==> src/common/bsfl_defs.svh <==
`ifndef BSFL_DEFS_SVH
`define BSFL_DEFS_SVH

// clock rates and serial clock timing
`define BSFL_MCLK_HZ       125000000
`define BSFL_SCK_HZ        12000000
// half period rounded up so the flash never sees more than its rated clock
`define BSFL_HALF_CYC      ((`BSFL_MCLK_HZ + 2 * `BSFL_SCK_HZ - 1) / (2 * `BSFL_SCK_HZ))

// flash read sequence
`define BSFL_CMD_READ      8'h03
`define BSFL_FLASH_BASE    24'h000000
`define BSFL_CMD_LAST      16'h0003
`define BSFL_BUNDLE_LAST   16'h00ff
`define BSFL_MAGIC         8'ha5
`define BSFL_IDX_MAGIC     16'h0000
`define BSFL_IDX_SWSEL     16'h0001

// strap sampling settle count after reset release
`define BSFL_STRAP_SETTLE  4'h3

// divider ratio thresholds in hundredths
`define BSFL_TH_20         7'h14
`define BSFL_TH_30         7'h1e
`define BSFL_TH_40         7'h28
`define BSFL_TH_50         7'h32
`define BSFL_TH_60         7'h3c
`define BSFL_TH_70         7'h46
`define BSFL_TH_80         7'h50
`define BSFL_TH_90         7'h5a

`endif

==> src/common/bsfl_pkg.sv <==
package bsfl_pkg;

  typedef enum logic [2:0] {
    MODE_NO_RESPONSE,
    MODE_WAIT_3V3_INT,
    MODE_WAIT_3V3_EXT,
    MODE_CTRL_WAIT_INT,
    MODE_CTRL_WAIT_EXT,
    MODE_NO_WAIT
  } bsfl_mode_e;

  typedef enum logic [2:0] {
    CFG_SAFE,
    CFG_INFINITE_WAIT,
    CFG_3,
    CFG_5,
    CFG_RESERVED
  } bsfl_cfg_e;

  typedef enum logic [2:0] {
    ST_STRAP,
    ST_DECIDE,
    ST_WAIT3V3,
    ST_START,
    ST_CMD,
    ST_DATA,
    ST_FAIL,
    ST_RUN
  } bsfl_state_e;

  typedef struct packed {
    bsfl_mode_e mode;
    bsfl_cfg_e  cfg;
  } bsfl_strap_s;

  typedef struct packed {
    logic       busy;
    logic       sck;
    logic [3:0] div;
    logic [2:0] bits;
    logic [7:0] sh;
    logic [7:0] rx;
    logic       done;
    logic       mosi;
  } bsfl_spi_s;

  typedef struct packed {
    logic [1:0]  miso_sync;
    logic [1:0]  v3_sync;
    logic [3:0]  port_sync;
    bsfl_state_e st;
    logic [3:0]  settle;
    logic        strap_level;
    bsfl_mode_e  mode;
    bsfl_cfg_e   cfg;
    logic        cs_b;
    logic [15:0] idx;
    logic [1:0]  sw_sel;
    logic        loaded;
    logic        fallback;
    logic [7:0]  load_data;
    logic        load_valid;
    logic [1:0]  path_int;
    logic [1:0]  path_ext;
    logic        ports_en;
    logic        legacy_sink;
  } bsfl_boot_s;

endpackage : bsfl_pkg

==> src/logic/bsfl_boot_loader.sv <==
// Functional notes
// - boot fetches patch and configuration content from the serial flash
// - serial clock runs at no more than 12 MHz; flash must support it
// - mode 0 only; first data bit appears as chip select falls
// - chip select low during a transfer, high otherwise
// - data changes on falling clock edge, sampled on rising edge
// - serial clock idles low outside transfers
// - at power-on run boot: init state, then load bundles
// - strap level on data-in pin and analog band pick boot behaviour
// - strap high: six bands map to modes; controller-wait gets infinite wait
// - strap low: bands give config 3, config 5, reserved, controller wait, or no-response
// - dead-battery mode only matters while powered from the bus
// - no-response: no switch closed, wait for 3.3 V before start-up
// - 3.3 V wait: close the selected path switch, then wait for 3.3 V
// - controller wait: close the selected path switch, retry load forever
// - no-wait: load from bus power, then close the loaded switch choice
// - try serial or alternate configuration first, else strap fallback
// - safe fallback disables ports; on bus power acts as legacy sink
// - infinite-wait fallback stays in boot until configuration arrives
`timescale 1ns/1ps
`default_nettype none
`include "bsfl_defs.svh"

module bsfl_boot_loader
  import bsfl_pkg::*;
(
  // clock and reset
  input  wire logic       i_mclk,
  input  wire logic       i_rst_b,
  // straps and supplies
  input  wire logic [6:0] i_strap_ratio,
  input  wire logic       i_strap_ratio_valid,
  input  wire logic       i_main_3v3_input,
  input  wire logic [1:0] i_powered_port,
  // alternate configuration path
  input  wire logic       i_alt_cfg_valid,
  input  wire logic [1:0] i_alt_switch_sel,
  // flash pins
  input  wire logic       i_flash_data_in,
  output logic            o_flash_clk,
  output logic            o_flash_cs_b,
  output logic            o_flash_data_out,
  // loaded content stream
  output logic [7:0]      o_load_data,
  output logic            o_load_valid,
  // boot status
  output bsfl_mode_e      o_mode,
  output bsfl_cfg_e       o_cfg,
  output logic            o_boot_done,
  output logic            o_cfg_loaded,
  output logic            o_fallback,
  // power path and port control
  output logic [1:0]      o_high_voltage_path_int_en,
  output logic [1:0]      o_high_voltage_path_ext_en,
  output logic            o_ports_en,
  output logic            o_legacy_sink
);

  bsfl_boot_s s_q;
  bsfl_boot_s s_d;

  logic       spi_go;
  logic [7:0] spi_tx;
  logic       spi_busy;
  logic       spi_done;
  logic [7:0] spi_rx;
  logic       bus_only;
  logic [1:0] port_pwr;
  logic [1:0] int_en;
  logic [1:0] ext_en;
  bsfl_strap_s strap;

  // band decode; gaps between bands fall to the band below
  function automatic bsfl_strap_s decode_strap(input logic lvl, input logic [6:0] r);
    bsfl_strap_s o;
    if (lvl) begin
      if (r < `BSFL_TH_20)      o = '{MODE_NO_RESPONSE,   CFG_SAFE};
      else if (r < `BSFL_TH_30) o = '{MODE_WAIT_3V3_INT,  CFG_SAFE};
      else if (r < `BSFL_TH_40) o = '{MODE_CTRL_WAIT_INT, CFG_INFINITE_WAIT};
      else if (r < `BSFL_TH_50) o = '{MODE_WAIT_3V3_EXT,  CFG_SAFE};
      else if (r < `BSFL_TH_60) o = '{MODE_CTRL_WAIT_EXT, CFG_INFINITE_WAIT};
      else                      o = '{MODE_NO_WAIT,       CFG_SAFE};
    end else begin
      if (r < `BSFL_TH_30)      o = '{MODE_NO_RESPONSE,   CFG_INFINITE_WAIT};
      else if (r < `BSFL_TH_40) o = '{MODE_CTRL_WAIT_INT, CFG_INFINITE_WAIT};
      else if (r < `BSFL_TH_50) o = '{MODE_NO_WAIT,       CFG_3};
      else if (r < `BSFL_TH_60) o = '{MODE_CTRL_WAIT_EXT, CFG_INFINITE_WAIT};
      else if (r < `BSFL_TH_70) o = '{MODE_NO_RESPONSE,   CFG_INFINITE_WAIT};
      else if (r < `BSFL_TH_80) o = '{MODE_NO_WAIT,       CFG_RESERVED};
      else if (r < `BSFL_TH_90) o = '{MODE_NO_RESPONSE,   CFG_INFINITE_WAIT};
      else                      o = '{MODE_NO_WAIT,       CFG_5};
    end
    return o;
  endfunction : decode_strap

  // read command followed by the three address bytes
  function automatic logic [7:0] cmd_byte(input logic [15:0] i);
    logic [7:0] b;
    if (i == 16'h0000)      b = `BSFL_CMD_READ;
    else if (i == 16'h0001) b = 8'(`BSFL_FLASH_BASE >> 16);
    else if (i == 16'h0002) b = 8'(`BSFL_FLASH_BASE >> 8);
    else                    b = 8'(`BSFL_FLASH_BASE);
    return b;
  endfunction : cmd_byte

  assign bus_only = !s_q.v3_sync[1];
  assign port_pwr = s_q.port_sync[3:2];
  assign strap    = decode_strap(s_q.miso_sync[1], i_strap_ratio);

  // per-port switch choice: strap mode while unloaded, loaded choice after
  genvar p;
  generate
    for (p = 0; p < 2; p++) begin : g_port
      assign int_en[p] = port_pwr[p] & (
        (s_q.loaded & s_q.sw_sel[0]) |
        (!s_q.loaded & bus_only & s_q.st != ST_STRAP &
         (s_q.mode == MODE_WAIT_3V3_INT || s_q.mode == MODE_CTRL_WAIT_INT)));
      assign ext_en[p] = port_pwr[p] & (
        (s_q.loaded & s_q.sw_sel[1]) |
        (!s_q.loaded & bus_only & s_q.st != ST_STRAP &
         (s_q.mode == MODE_WAIT_3V3_EXT || s_q.mode == MODE_CTRL_WAIT_EXT)));
    end
  endgenerate

  always_comb begin
    s_d            = s_q;
    spi_go         = 1'b0;
    spi_tx         = 8'h00;
    s_d.load_valid = 1'b0;
    s_d.miso_sync  = {s_q.miso_sync[0], i_flash_data_in};
    s_d.v3_sync    = {s_q.v3_sync[0], i_main_3v3_input};
    s_d.port_sync  = {s_q.port_sync[1:0], i_powered_port};
    case (s_q.st)
      ST_STRAP: begin
        // flash idle with chip select high, so the data-in pin shows the strap
        if (s_q.settle != `BSFL_STRAP_SETTLE) begin
          s_d.settle = s_q.settle + 4'h1;
        end else if (i_strap_ratio_valid) begin
          s_d.strap_level = s_q.miso_sync[1];
          s_d.mode        = strap.mode;
          s_d.cfg         = strap.cfg;
          s_d.st          = ST_DECIDE;
        end
      end
      ST_DECIDE: begin
        if (bus_only && (s_q.mode == MODE_NO_RESPONSE ||
                         s_q.mode == MODE_WAIT_3V3_INT ||
                         s_q.mode == MODE_WAIT_3V3_EXT)) begin
          s_d.st = ST_WAIT3V3;
        end else begin
          s_d.st = ST_START;
        end
      end
      ST_WAIT3V3: begin
        if (!bus_only) begin
          s_d.st = ST_START;
        end
      end
      ST_START: begin
        if (i_alt_cfg_valid) begin
          s_d.sw_sel = i_alt_switch_sel;
          s_d.loaded = 1'b1;
          s_d.st     = ST_RUN;
        end else begin
          s_d.cs_b = 1'b0;
          spi_go   = 1'b1;
          spi_tx   = cmd_byte(16'h0000);
          s_d.idx  = 16'h0000;
          s_d.st   = ST_CMD;
        end
      end
      ST_CMD: begin
        if (spi_done) begin
          spi_go = 1'b1;
          if (s_q.idx == `BSFL_CMD_LAST) begin
            s_d.idx = 16'h0000;
            s_d.st  = ST_DATA;
          end else begin
            s_d.idx = s_q.idx + 16'h0001;
            spi_tx  = cmd_byte(s_q.idx + 16'h0001);
          end
        end
      end
      ST_DATA: begin
        if (spi_done) begin
          if (s_q.idx == `BSFL_IDX_MAGIC && spi_rx != `BSFL_MAGIC) begin
            s_d.cs_b = 1'b1;
            s_d.st   = ST_FAIL;
          end else begin
            if (s_q.idx == `BSFL_IDX_SWSEL) begin
              s_d.sw_sel = spi_rx[1:0];
            end else if (s_q.idx != `BSFL_IDX_MAGIC) begin
              s_d.load_data  = spi_rx;
              s_d.load_valid = 1'b1;
            end
            if (s_q.idx == `BSFL_BUNDLE_LAST) begin
              s_d.cs_b   = 1'b1;
              s_d.loaded = 1'b1;
              s_d.st     = ST_RUN;
            end else begin
              s_d.idx = s_q.idx + 16'h0001;
              spi_go  = 1'b1;
            end
          end
        end
      end
      ST_FAIL: begin
        // infinite wait keeps retrying; the alternate path may still arrive
        if (s_q.cfg == CFG_INFINITE_WAIT) begin
          s_d.st = ST_START;
        end else begin
          s_d.fallback = 1'b1;
          s_d.st       = ST_RUN;
        end
      end
      ST_RUN: begin
        s_d.st = ST_RUN;
      end
      default: begin
        s_d.st = ST_STRAP;
      end
    endcase
    s_d.path_int    = int_en;
    s_d.path_ext    = ext_en;
    s_d.ports_en    = (s_d.st == ST_RUN) && !s_d.fallback;
    s_d.legacy_sink = s_d.fallback && bus_only;
  end

  always_ff @(posedge i_mclk) begin
    if (!i_rst_b) begin
      s_q      <= '0;
      s_q.cs_b <= 1'b1;
      s_q.st   <= ST_STRAP;
    end else begin
      s_q <= s_d;
    end
  end

  // data-in strap pin doubles as the flash return line once straps are held
  bsfl_spi_byte u_spi (
    .i_mclk         (i_mclk),
    .i_rst_b        (i_rst_b),
    .i_start        (spi_go),
    .i_tx_byte      (spi_tx),
    .i_data_in_sync (s_q.miso_sync[1]),
    .o_busy         (spi_busy),
    .o_done         (spi_done),
    .o_rx_byte      (spi_rx),
    .o_sck          (o_flash_clk),
    .o_data_out     (o_flash_data_out)
  );

  assign o_flash_cs_b               = s_q.cs_b;
  assign o_load_data                = s_q.load_data;
  assign o_load_valid               = s_q.load_valid;
  assign o_mode                     = s_q.mode;
  assign o_cfg                      = s_q.cfg;
  assign o_boot_done                = (s_q.st == ST_RUN) && !spi_busy;
  assign o_cfg_loaded               = s_q.loaded;
  assign o_fallback                 = s_q.fallback;
  assign o_high_voltage_path_int_en = s_q.path_int;
  assign o_high_voltage_path_ext_en = s_q.path_ext;
  assign o_ports_en                 = s_q.ports_en;
  assign o_legacy_sink              = s_q.legacy_sink;

endmodule : bsfl_boot_loader

`default_nettype wire

==> src/logic/bsfl_spi_byte.sv <==
`timescale 1ns/1ps
`default_nettype none
`include "bsfl_defs.svh"

module bsfl_spi_byte
  import bsfl_pkg::*;
(
  // clock and reset
  input  wire logic       i_mclk,
  input  wire logic       i_rst_b,
  // byte request
  input  wire logic       i_start,
  input  wire logic [7:0] i_tx_byte,
  input  wire logic       i_data_in_sync,
  // byte answer
  output logic            o_busy,
  output logic            o_done,
  output logic [7:0]      o_rx_byte,
  // flash pins
  output logic            o_sck,
  output logic            o_data_out
);

  localparam logic [3:0] HALF_LAST = 4'(`BSFL_HALF_CYC - 1);

  bsfl_spi_s s_q;
  bsfl_spi_s s_d;

  always_comb begin
    s_d      = s_q;
    s_d.done = 1'b0;
    if (!s_q.busy) begin
      s_d.sck = 1'b0;
      if (i_start) begin
        s_d.busy = 1'b1;
        s_d.sh   = i_tx_byte;
        s_d.mosi = i_tx_byte[7];
        s_d.div  = 4'h0;
        s_d.bits = 3'h0;
      end
    end else if (s_q.div == HALF_LAST) begin
      s_d.div = 4'h0;
      if (!s_q.sck) begin
        s_d.sck = 1'b1;
        s_d.rx  = {s_q.rx[6:0], i_data_in_sync};
      end else begin
        s_d.sck = 1'b0;
        if (s_q.bits == 3'h7) begin
          s_d.busy = 1'b0;
          s_d.done = 1'b1;
        end else begin
          s_d.bits = s_q.bits + 3'h1;
          s_d.sh   = {s_q.sh[6:0], 1'b0};
          s_d.mosi = s_q.sh[6];
        end
      end
    end else begin
      s_d.div = s_q.div + 4'h1;
    end
  end

  always_ff @(posedge i_mclk) begin
    if (!i_rst_b) begin
      s_q <= '0;
    end else begin
      s_q <= s_d;
    end
  end

  assign o_busy     = s_q.busy;
  assign o_done     = s_q.done;
  assign o_rx_byte  = s_q.rx;
  assign o_sck      = s_q.sck;
  assign o_data_out = s_q.mosi;

endmodule : bsfl_spi_byte

`default_nettype wire

==> config.mk <==
export PLATFORM = sky130hd
export DESIGN_NAME = bsfl_boot_loader
export DESIGN_NICKNAME = d
export VERILOG_FILES = /design/src/common/bsfl_pkg.sv /design/src/logic/bsfl_boot_loader.sv /design/src/logic/bsfl_spi_byte.sv
export VERILOG_INCLUDE_DIRS = /design/src /design/src/common
export SDC_FILE = /design/constraint.sdc
export NUM_CORES = 1
export LEC_CHECK = 0
export ABC_AREA = 1
export ABC_CLOCK_PERIOD_IN_PS = 2950
export BUFFER_PORTS_ARGS = -buffer_cell sky130_fd_sc_hd__buf_2
export CORE_ASPECT_RATIO = 1.4
export CORE_MARGIN = 4
export CORE_UTILIZATION = 50
export DETAILED_ROUTE_END_ITERATION = 12
export PLACE_DENSITY = 0.78
export RECOVER_POWER = 50
export SYNTH_ARGS = -nofsm -noshare
export SYNTH_HDL_FRONTEND = slang
export SYNTH_SLANG_ARGS = --single-unit
==> constraint.sdc <==
create_clock -name i_mclk -period 2.95 [get_ports i_mclk]
set_input_delay 0.59 -clock i_mclk [delete_from_list [all_inputs] [get_ports i_mclk]]
set_output_delay 0.59 -clock i_mclk [all_outputs]
set_load 0.05 [all_outputs]
==> impl_summary.md, run 1 <==
GRT
The first global-routing pass estimated 15,900 um of wire. The number of antenna violations at the first check in global routing is 0. The overflow left after global routing is 0. The via count of the first global-routing pass is 3,681. The largest net degree at the start of global routing is 56. For this run, the total global-route usage over all layers was measured as 0.190.

Placed design
The instance count after placement with tap cells included is 730. In this run the tool buffered the top-level ports with 42 buffer cells. The wire-length estimate of the detail-placed layout is 6730 um. The global placer's final weighted congestion is 0.936.

Before CTS, the worst setup slack after placement is 0.928 ns.

Synthesis
The mapped netlist covers 4310 um^2. The largest area contributor in the netlist is dfxtp_1. Yosys mapped a number of flops with a built-in enable equal to 0. Of the synthesized area, sequential elements account for 0.386. In this run, synthesis produced a sequential element count of 83. The dominant cell by count in the synthesized netlist is nand2_1. The share of the synthesized area in the top cell type is 0.386. The average size of a mapped cell is 6.99 um^2.

The Yosys step of the flow raised 0 warnings. Counting every instance in the synthesized netlist gives 616. Synthesis produced a netlist with a net count of 642. The most used flip-flop cell after synthesis is dfxtp_1.

In the synthesized netlist, the cells that appear most often are 119 x nand2_1, 92 x nor2_1, 83 x dfxtp_1. The fraction of registers with async set/reset is 0. After synthesis, the cell types taking the most area are dfxtp_1 39%, nand2_1 10%, nor2_1 8.0%, inv_1 6.5%, o21ai_0 4.4%.

The number of distinct library cell variants in the gate-level netlist after synthesis is 43.

Layout
The count of antenna diodes in the layout is 0. The finished layout holds 746 standard cells, fillers aside. In the final design database the tool counted 665 nets. The proportion of layout cells with a drive suffix above 1 is 0.110.

The layout filler cell count is 817. The signed area change from the synthesized netlist to the final layout is 8.31%. The utilization after layout is 0.562.

Floorplanning
For this configuration, the core starts out at a cell density of 0.519. The full die area is 10,200 um^2. The cell row count is 39. The die height is 118 um.

The die is 86.4 um wide. 44 I/O pins were placed. The core outline area is 8300 um^2.

Power and ir drop
Across the VDD grid, the largest voltage drop is 0.381 mV. Power spread over the standard cell area amounts to 514 nW/um^2. The share of power burned in the clock network is 0.426. The combinational share of power is 0.081. The internal portion of the total power is 1.80 mW. The switching power as a share of total power is 0.249. The switching power is 597 uW.

In this run the static leakage power is 2.04 nW. The sequential share of power is 0.493.

Drt
Dividing the detail-routed via count by the number of cells gives 5.15. The number of DRC violations after detailed routing is 0. In the final routed layout, each cell accounts on average for 12.2 um. The first detailed-routing pass took 4 iterations. The initial detailed-routing violation count is 215.

The count of vias placed by the detailed router is 3,842. The remaining antenna violation count is 0. For this block, the routed nets add up to 9110 um of wire.

Clocking
The clock latency on the worst-skew pair is 0.34 ns. Clock-pin slew was measured on the worst setup and hold paths at 0.06 ns. Clock tree synthesis selected as its root buffer the cell clkbuf_16.

The maximum buffer depth of the clock tree is 2. The number of clock buffers inserted by TritonCTS is 9. The number of buffers inserted to repair setup after CTS is 0. Clock tree synthesis found a total of 83 sinks. Post-CTS repair changed the size of 0 cells. In this run the number of H-tree levels came out at 3. The hold-fix buffer count after cts is 0. The TritonCTS clock tree is built.

Worst setup path
At the worst endpoint, the required time is 3.15 ns. The worst endpoint data arrival time is 2.31 ns. The worst-path maximum fanout is 9. Across all register-to-register paths, the minimum setup slack is 0.84 ns.

The worst setup path is launched from a flip-flop. The critical path is of the flip-flop to flip-flop type. The number of cells on the worst reg-to-reg path is 10. STA classifies the critical path endpoint as a flip-flop.

The endpoint identified for the worst register-to-register timing path is s_q[22]. In this run the critical register-to-register path is launched from s_q[31].

STA
At the pin with the least slew margin, the transition time is 0.844 ns. For the final database, setup skew stands at 0.00929 ns. The worst-case headroom to the max-slew limit is 0.438. The count of endpoints failing hold in the final timing report is 0. The clock period could shrink to 2.11 ns. Setup repair after global routing left no endpoint under its margin. Once routing completed, OpenROAD measured the worst setup slack at 0.841 ns. The post-route worst hold slack is 0.410 ns. The timing-limited maximum frequency is 0.474 GHz.

The setup TNS after final layout is 0 ns. The number of max-slew violations in the final report is 0. Dividing the final minimum period by the clock period gives 0.715. The total setup violations reported at the end of the flow is 0.

Worst hold path
The cell depth of the worst hold path is 2. The end point of the most critical hold path is port_pwr[1]. The path class of the tightest hold or removal check is flip-flop to flip-flop.

The hold path startpoint is s_d[53].

Job
The tool flagged a number of max-cap violations equal to 0.

Run status
The flow ran to the end, and the final reports show no timing, DRC or antenna violations.
-- cell usage in the layout (no fill, tap or decap), types with 12 or more instances in the layout --
| master | n |
|---|---|
| nor2_1 | 93 |
| buf_2 | 15 |
| nand2_1 | 119 |
| a21oi_1 | 35 |
| clkbuf_1 | 31 |
| o21ai_0 | 38 |
| nand3_1 | 36 |
| inv_1 | 74 |
| dfxtp_1 | 83 |
| nor3_1 | 12 |
-- flip-flops by register name (all words and copies together), names as in the netlist, 3 cells and up --
name             count
u_spi.s_q           14
o_cfg                3
u_spi.o_rx_byte      8
o_mode               3
s_d                  4
s_q                 27
o_load_data          8
-- layout make-up --
type / count / area [um^2] / area share
clock buffers: 12 / 246 / 0.0529
clock inverters: 4 / 26.3 / 0.00563
inverters: 83 / 314 / 0.0673
multi-input cells: 417 / 2100 / 0.449
flip-flops and latches: 83 / 1660 / 0.356
well taps: 102 / 128 / 0.0274
repair buffers: 45 / 191 / 0.0411
-- power groups by stage --
stage,sequential [mW],clock [mW],combinational [mW]
final,1.18,1.02,0.194
after global routing,1.19,1.09,0.224
after CTS,1.18,1.04,0.198
after detailed placement,1.21,0,0.197
after global placement,1.20,0,0.190
after floorplan,1.20,0,0.160
-- per-stage QoR --
stage	power [mW]	instance area, um^2
floorplan	1.36	4310
global placement	1.39	4440
detailed placement	1.40	4440
CTS	2.42	4720
global route	2.50	4660
finish	2.40	4660
-- critical path: stages (launching register included) --
cell	delay, ns
dfxtp_1	0.36
nor2_1	0.11
nand2_1	0.07
nor2_1	0.41
nand3_1	0.33
nand3_4	0.17
nand2_4	0.08
nand2_4	0.12
inv_2	0.10
a22oi_1	0.16
nor2_1	0.05
-- metal layers --
metal | part of all wire | global-route usage | wire length [um] | up-vias
met2 | 0.51 | 0.335 | 4650 | 66
li1 | - | - | - | 2008
met4 | 0.038 | 0.0945 | 342 | 0
met3 | 0.035 | 0.0399 | 320 | 22
met5 | 0 | 0 | 0 | -
met1 | 0.42 | 0.209 | 3800 | 1746
-- kinds of logic after synthesis --
| kind of cell | count (synthesis) | synth area share |
|---|---|---|
| xor gates and xnor gates | 4 | 0.00814 |
| AOI/OAI and AO/OA | 105 | 0.137 |
| and+or+nand+nor | 299 | 0.319 |
| buffers and inverters | 116 | 0.124 |
| adders and majority gates | 9 | 0.0262 |
| DFF | 83 | 0.386 |
-- how the worst max path moves through the flow --
stage	slack [ns]	startpoint	endpoint
after floorplan	0.78	s_q[49]	o_boot_done
after global placement	0.96	s_q[20]	u_spi.s_q[10]
after detailed placement	0.93	s_q[20]	u_spi.s_q[10]
after CTS	0.91	s_q[20]	u_spi.s_q[10]
after global routing	0.56	s_q[33]	s_q[22]
final	0.84	s_q[31]	s_q[22]
Power figures use the tool's default switching activity.
==> inputs of run 2 (changes only) <==
--- a/config.mk
+++ b/config.mk
@@ -6,8 +6,8 @@
 export SDC_FILE = /design/constraint.sdc
 export NUM_CORES = 1
 export LEC_CHECK = 0
-export ABC_AREA = 1
-export ABC_CLOCK_PERIOD_IN_PS = 2950
+export ABC_AREA = 0
+export ABC_CLOCK_PERIOD_IN_PS = 2210
 export BUFFER_PORTS_ARGS = -buffer_cell sky130_fd_sc_hd__buf_2
 export CORE_ASPECT_RATIO = 1.4
 export CORE_MARGIN = 4
==> constraint.sdc (replaced) <==
create_clock -name i_mclk -period 2.21 [get_ports i_mclk]
set_input_delay 0.442 -clock i_mclk [delete_from_list [all_inputs] [get_ports i_mclk]]
set_output_delay 0.442 -clock i_mclk [all_outputs]
set_load 0.05 [all_outputs]
==> impl_summary.md, run 2 <==
Synthesis
The share of the synthesized area in the top cell type is 0.372 (-0.0137). The count of flip-flops with a built-in enable after synthesis is 0 (unchanged). The part of the Yosys area used for sequential elements is 0.372 (-0.0137).

The count of synthesis-stage warnings from yosys is 0 (unchanged). The post-synthesis compound-gate area fraction was 0.161 (+0.0240). The netlist area before placement is 4460 um^2 (+3.7%). The fraction of registers with async set/reset is 0 (unchanged).

Sorting the synthesized cells by area gives the leading types as dfxtp_1 37%, nand2_1 5.5%, mux2i_1 4.0%, nor2b_1 3.9%, o21ai_0 3.5%. The post-synthesis simple-gate area fraction is 0.298 (-0.0203). Summed over all instances, the cell type with the most area after synthesis is dfxtp_1. The average size of a mapped cell is 8.19 um^2 (+17%).

The number of instances in the synthesized netlist is 545 (-12%). The mux contribution to synthesized area is 0.0429 (+0.0429). By count the netlist is led by 83 x dfxtp_1, 65 x nand2_1, 31 x o21ai_0. The synthesis-stage register bit count is 83 (unchanged). The synthesized-area fraction occupied by adder cells is 0.0252 (-0.000931). The largest family of logic cells by synthesized area is simple AND/OR/NAND/NOR gates. The most used flip-flop cell after synthesis is dfxtp_1.

The XOR/XNOR share of the synthesized area came to 0.0216 (+0.0134). The number of distinct library cell variants in the gate-level netlist after synthesis came to 62 (+44%). By instance count, the leading cell after synthesis is dfxtp_1. The total nets after synthesis was 571 (-11%).

Floorplanning
The core outline area is 8660 um^2 (+4.4%). The full die area is 10,500 um^2 (+3.4%). The starting utilization of the core area came to 0.516 (-0.00340). The die height is 120 um (+1.7%). The width of the chip is 87.9 um (+1.7%). The total I/O pin count was 44 (unchanged). The cell row count is 40 (+2.6%).

STA
Setup repair after global routing could not meet its margin everywhere. The shortest clock period the worst path allows after layout is 2.14 ns (+0.0311 ns). The slew at the pin closest to its max-slew limit is 0.631 ns (-0.212 ns). The count of endpoints failing hold in the final timing report is 0 (unchanged).

The timing-limited maximum frequency came to 0.467 GHz (-1.5%). The worst-case headroom to the max-slew limit was 0.581 (+0.143). The final worst setup slack is 0.0694 ns (-0.771 ns). The post-route worst hold slack is 0.302 ns (-0.108 ns). The setup clock skew after layout came to 0.00689 ns (-0.00239 ns).

The setup TNS after final layout is 0 ns (unchanged). The total setup violations reported at the end of the flow is 0 (unchanged). The number of max-slew violations in the final report came to 0 (unchanged). The share of the clock period used by the worst path is 0.969 (+0.254).

Drt
The initial detailed-routing violation count is 289 (+34%). The routed via count divided by cell count is 5.83 (+13%). The first-pass iteration count of the detailed router is 5 (+1). The routed wire length is 10,500 um (+15%).

The count of vias placed by the detailed router was 4,031 (+4.9%). The detail-routed net length per standard cell is 15.2 um (+24%). The remaining antenna violation count is 0 (unchanged).

The number of DRC violations after detailed routing is 0 (unchanged).

Power and ir drop
The share of power burned in the clock network is 0.477 (+0.051). The switching power was 799 uW (+34%). The sequential share of power was 0.449 (-0.044). The switching power as a share of total power is 0.229 (-0.0200).

The combinational share of power came to 0.075 (-0.006). The leakage dissipation was 2.00 nW (-1.7%). The power per cell area came to 676 nW/um^2 (+31%). The cell-internal power is 2.69 mW (+49%).

The largest vdd supply drop is 0.478 mV (+25%).

Worst setup path
The class of the most critical setup path is flip-flop to flip-flop. The critical path goes through or4_4 -> nor3_4 -> nand4_4 -> a21o_4 -> or3_1 -> a21boi_1. The delay contributed by the slowest stage of the critical path is 0.55 ns (+0.14 ns). The worst endpoint data arrival time is 2.42 ns (+0.11 ns).

The number of cells on the worst reg-to-reg path is 6 (-4). The worst-path maximum fanout was 6 (-3). The depth of the critical timing path with buffers and inverters included was 6 (-4). The total buffers and inverters traversed by the critical path is 0 (-1). The slowest library cell on the worst path is or4_4. The worst setup path is launched from a flip-flop. The endpoint required time on the critical path is 2.49 ns (-0.66 ns). The worst setup path is captured at a flip-flop. The family with the most delay on the worst path is simple AND/OR/NAND/NOR gates.

Layout
The flip-flop count of the largest register, all copies and words added is 27 (unchanged). The most frequent standard cell in the layout excluding fill and tap cells is dfxtp_1. The count of placed standard cells in the final layout, fillers left out is 692 (-7.2%). The net total in the final layout is 608 (-8.6%).

In the final layout, the registers with the most flip-flops are s_q x27, u_spi.s_q x14. In the layout the commonest cells are 81 x dfxtp_1, 64 x nand2_1, 34 x buf_4. The proportion of layout cells with a drive suffix above 1 was 0.155 (+0.0448). The count of antenna diodes in the layout came to 0 (unchanged).

The signed area change from the synthesized netlist to the final layout is 15.6%. The layout filler cell count is 738 (-9.7%). The largest register by flop count is s_q.

The utilization after layout was 0.596 (+0.0341).

Clocking
The maximum buffer depth of the clock tree is 2 (unchanged). The count of H-tree levels built during CTS is 3 (unchanged). The clock latency on the worst-skew pair was 0.34 ns (about the same). The clock sink count is 83 (unchanged). The number of clock buffers inserted by TritonCTS is 9 (unchanged). TritonCTS built the clock tree.

The clock-pin slew on the worst setup and hold paths is 0.06 ns (about the same). The tree is rooted in a clkbuf_16.

Placed design
The HPWL reported at the end of detailed placement is 7350 um (+9.1%). The global placer's final weighted congestion is 0.914 (-2.3%). The worst setup slack before clock tree synthesis came to 0.0231 ns (-0.905 ns). The instance count after placement with tap cells included was 667 (-8.6%).

The number of buffer cells added on primary ports was 42 (unchanged).

Worst hold path
The cell depth of the worst hold path was 2 (unchanged). The type of the worst min-delay path is input port to flip-flop.

GRT
The largest net degree at the start of global routing is 72 (+29%). The overflow left after global routing is 0 (unchanged). The number of antenna violations at the first check in global routing was 0 (unchanged). The total track usage came to 0.211 (+0.0213). The wire length of the first global-routing pass came to 17,800 um (+12%).

The via count of the first global-routing pass was 3,955 (+7.4%).

Job
The max-cap violation count is 0 (unchanged).

Run status
The flow ran to the end, and the final reports show no timing, DRC or antenna violations.
run 2: cell types whose count changed after synthesis, moves of 9 or more:
| cell | before | now |
|---|---|---|
| nand2_1 | 119 | 65 |
| nand3b_1 | 1 | 12 |
| nor2_2 | 9 | 0 |
| nor2b_1 | 0 | 28 |
| nand3_1 | 35 | 19 |
| nor2_1 | 92 | 29 |
| clkbuf_1 | 8 | 29 |
| mux2i_1 | 0 | 18 |
| and2_1 | 0 | 24 |
| inv_1 | 74 | 10 |
| a21oi_1 | 35 | 24 |
run 2: power by group through the flow:
stage               Sequential [mW]  Clock (mW)  Combinational [mW]
floorplan                      1.59           0               0.199
global placement               1.60           0               0.259
detailed placement             1.60           0               0.269
CTS                            1.56        1.69               0.270
global route                   1.57        1.76               0.296
finish                         1.57        1.66               0.260
run 2: stage by stage:
stage | area, um^2 | power [mW]
finish | 5160 | 3.49
CTS | 5090 | 3.52
global placement | 4750 | 1.85
floorplan | 4460 | 1.78
detailed placement | 4750 | 1.87
global route | 5160 | 3.62
run 2: layout make-up:
type	count	area, um^2	area share
multi-input cells	394	2480	0.481
flip-flops and latches	83	1660	0.322
repair buffers	84	508	0.0984
clock buffers	11	253	0.0490
well taps	105	131	0.0254
clock inverters	5	85.1	0.0165
inverters	10	37.5	0.00727
run 2: timing repair:
action	in CTS	in global routing
endpoints found under the setup margin	0	33
hold buffers	0	0
gates resized for setup	0	18
buffers inserted	0	8
run 2: final timing paths:
path,end,slack (ns),from
max,u_spi.s_q[22],0.07,s_q[23]
min,s_d[57],0.30,i_flash_data_in
max reg2reg,u_spi.s_q[22],0.07,s_q[23]
min reg2reg,o_high_voltage_path_ext_en[1],0.44,port_pwr[1]
run 2: routing by layer:
layer	track usage	share of wire	wire length, um	vias to the layer above
met5	0	0	0	-
met4	0.0950	0.029	309	0
met3	0.0543	0.045	475	28
met2	0.382	0.55	5750	119
met1	0.223	0.38	3950	1915
li1	-	-	-	1969
run 2: worst reg2reg max path, cell delays in order, from the launching register on:
cell and delay (ns):
dfxtp_2 0.33, or4_4 0.55, nor3_4 0.26, nand4_4 0.15, a21o_4 0.28, or3_1 0.37, a21boi_1 0.14
run 2: kinds of logic after synthesis:
| group | count (synthesis) |
|---|---|
| AND/OR/NAND/NOR | 243 |
| AO/OA/AOI/OAI | 112 |
| XOR/XNOR | 11 |
| flip-flops | 83 |
| adder cells (fa/ha/maj) | 9 |
| buffers and inverters | 68 |
| multiplexers | 19 |
==> inputs of run 3 (changes only) <==
--- a/config.mk
+++ b/config.mk
@@ -6,12 +6,13 @@
 export SDC_FILE = /design/constraint.sdc
 export NUM_CORES = 1
 export LEC_CHECK = 0
-export ABC_AREA = 0
+export ABC_AREA = 1
 export ABC_CLOCK_PERIOD_IN_PS = 2210
 export BUFFER_PORTS_ARGS = -buffer_cell sky130_fd_sc_hd__buf_2
 export CORE_ASPECT_RATIO = 1.4
 export CORE_MARGIN = 4
 export CORE_UTILIZATION = 50
+export CTS_CLUSTER_DIAMETER = 150
 export DETAILED_ROUTE_END_ITERATION = 12
 export PLACE_DENSITY = 0.78
 export RECOVER_POWER = 50
==> impl_summary.md, run 3 (synthesis gave the netlist of run 1 again) <==
Run status
The flow ran to the end, and the final reports show no timing, DRC or antenna violations.

Placed design
The number of buffer cells added on primary ports is 42 (unchanged). The worst setup slack before clock tree synthesis is 0.132 ns (+0.109 ns). The placed standard-cell area came to 4450 um^2 (-6.3%). The global placer's final weighted congestion is 0.948 (+3.8%). The HPWL reported at the end of detailed placement is 6870 um (-6.5%). The instance count after placement with tap cells included came to 731 (+9.6%).

GRT
The wire length of the first global-routing pass was 15,400 um (-13%). The largest net degree at the start of global routing is 56 (-22%). The via count of the first global-routing pass is 3,620 (-8.5%). The total track usage was 0.187 (-0.0245). The overflow left after global routing is 0 (unchanged). The number of antenna violations at the first check in global routing is 0 (unchanged).

Drt
The routed via count divided by cell count is 5.17 (-11%). The routed wire length is 9180 um (-12%). The number of DRC violations after detailed routing is 0 (unchanged).

The remaining antenna violation count is 0 (unchanged). The count of vias placed by the detailed router is 3,860 (-4.2%). The first-pass iteration count of the detailed router is 4 (-1).

The detail-routed net length per standard cell is 12.3 um (-19%). The initial detailed-routing violation count came to 183 (-37%).

STA
The post-route worst hold slack came to 0.293 ns (-0.00891 ns). The total setup violations reported at the end of the flow is 0 (unchanged). The final worst setup slack is 0.198 ns (+0.128 ns). The shortest clock period the worst path allows after layout is 2.01 ns (-0.128 ns).

The setup clock skew after layout is 0.00954 ns (+0.00265 ns). The number of max-slew violations in the final report is 0 (unchanged). The slew at the pin closest to its max-slew limit is 0.946 ns (+0.315 ns). The worst-case headroom to the max-slew limit is 0.369 (-0.211). The timing-limited maximum frequency is 0.497 GHz (+6.4%). Setup repair after global routing left no endpoint under its margin. The setup TNS after final layout is 0 ns (unchanged). The share of the clock period used by the worst path is 0.910 (-0.0581).

The count of endpoints failing hold in the final timing report came to 0 (unchanged).

Layout
The count of antenna diodes in the layout is 0 (unchanged). The largest registers in the layout are s_q x27, u_spi.s_q x14. The utilization after layout is 0.571 (-0.0254). The most frequent standard cell in the layout excluding fill and tap cells is nand2_1. From synthesis to final layout, the design area changed by 10.0%.

The flip-flop count of the largest register, all copies and words added is 27 (unchanged). The layout filler cell count is 791 (+7.2%). The library cells used most frequently in the layout, excluding fill and tap cells, are 119 x nand2_1, 92 x nor2_1, 83 x dfxtp_1. The count of placed standard cells in the final layout, fillers left out is 747 (+7.9%). Ranked by flip-flop count, first place goes to s_q. The final instance area was 4740 um^2 (-8.3%). The proportion of layout cells with a drive suffix above 1 came to 0.121 (-0.0341). The net total in the final layout is 666 (+9.5%).

Worst setup path
The slowest library cell on the worst path is dfxtp_1. The worst setup path is launched from a flip-flop. The worst-path maximum fanout is 7 (+1). The delay contributed by the slowest stage of the critical path is 0.45 ns (-0.10 ns). The register-to-register setup slack is 0.20 ns (+0.13 ns). The total buffers and inverters traversed by the critical path came to 0 (unchanged). The worst endpoint data arrival time came to 2.21 ns (-0.21 ns). The family with the most delay on the worst path is simple AND/OR/NAND/NOR gates. The most prevalent standard cell on the critical path is nand2_1. The endpoint required time on the critical path is 2.40 ns (-0.09 ns). The worst setup path is captured at a flip-flop.

The class of the most critical setup path is flip-flop to flip-flop. Traced cell by cell, the critical path runs through ha_4 -> nand3_2 -> nor2_4 -> nand2_1 -> nor2_2 -> xor2_1 -> nor2_1 -> nand2_1 -> nand2_1 -> nand2_2 -> a21oi_2.

Clocking
The number of clock buffers inserted by TritonCTS came to 9 (unchanged). The count of H-tree levels built during CTS was 3 (unchanged). The clock-pin slew on the worst setup and hold paths is 0.06 ns (about the same). The number of buffers inserted to repair setup after CTS came to 0 (unchanged). The maximum buffer depth of the clock tree is 2 (unchanged). CTS placed an instance of clkbuf_16 at the clock tree root. The TritonCTS clock tree is built. The clock latency on the worst-skew pair is 0.33 ns (about the same). The clock sink count is 83 (unchanged).

Power and ir drop
The sequential share of power is 0.472 (+0.023). The share of power burned in the clock network is 0.450 (-0.027). The cell-internal power is 2.56 mW (-5.0%).

The power per cell area is 707 nW/um^2 (+4.7%). The switching power as a share of total power is 0.237 (+0.00802). The largest vdd supply drop came to 0.491 mV (+2.6%).

The switching power is 794 uW (-0.63%). The total design power was 3.35 mW (-4.0%). The combinational share of power is 0.079 (+0.004).

The leakage dissipation is 2.06 nW (+3.2%).

Floorplanning
The die height was 118 um (-1.7%). The width of the chip is 86.4 um (-1.6%). The core outline area is 8300 um^2 (-4.2%). The starting utilization of the core area came to 0.519 (+0.00340). The cell row count is 39 (-2.5%). The full die area is 10,200 um^2 (-3.3%).

The total I/O pin count was 44 (unchanged).

Job
The max-cap violation count came to 0 (unchanged).

Worst hold path
The min-delay analysis places its worst path in the category input port to flip-flop.
[run 3: layout make-up]
cell class	instances	area, um^2	share of cell area
multi-input combinational	417	2120	0.448
sequential	83	1660	0.351
inverter	83	314	0.0663
clock buffer	13	260	0.0550
timing repair buffer	46	203	0.0428
tap	102	128	0.0269
clock inverter	3	46.3	0.00978
[run 3: power by group through the flow]
stage / sequential (mW) / combinational, mW / clock [mW]
3_3_place_gp: 1.61 / 0.254 / 0
5_1_grt: 1.59 / 0.298 / 1.60
3_5_place_dp: 1.61 / 0.267 / 0
2_1_floorplan: 1.60 / 0.214 / 0
6_report: 1.58 / 0.264 / 1.51
4_1_cts: 1.58 / 0.268 / 1.54
[run 3: worst paths after layout]
check / startpoint / endpoint / cells past startpoint
worst max-delay path: s_q[20] / u_spi.s_q[11] / 11
worst min-delay path: i_powered_port[0] / s_d[52] / 3
worst max register to register: s_q[20] / u_spi.s_q[11] / 11
worst min register to register: s_d[55] / s_q[55] / 2
[run 3: repair_timing]
| action | in CTS | in global routing |
|---|---|---|
| endpoints found under the hold margin | 0 | 0 |
| endpoints found under the setup margin | 0 | 2 |
| hold buffers | 0 | 0 |
| gates resized for setup | 0 | 3 |
[run 3: tightest hold or removal path: stages]
cell     delay, ns
buf_2         0.07
nand2_1       0.04
inv_1         0.04
[run 3: layer usage]
layer | routed length [um] | GRT usage | share of wire | up-vias
li1 | - | - | - | 2003
met1 | 3820 | 0.198 | 0.42 | 1784
met2 | 4860 | 0.341 | 0.53 | 58
met3 | 289 | 0.0413 | 0.031 | 15
met4 | 212 | 0.0819 | 0.023 | 0
met5 | 0 | 0 | 0 | -
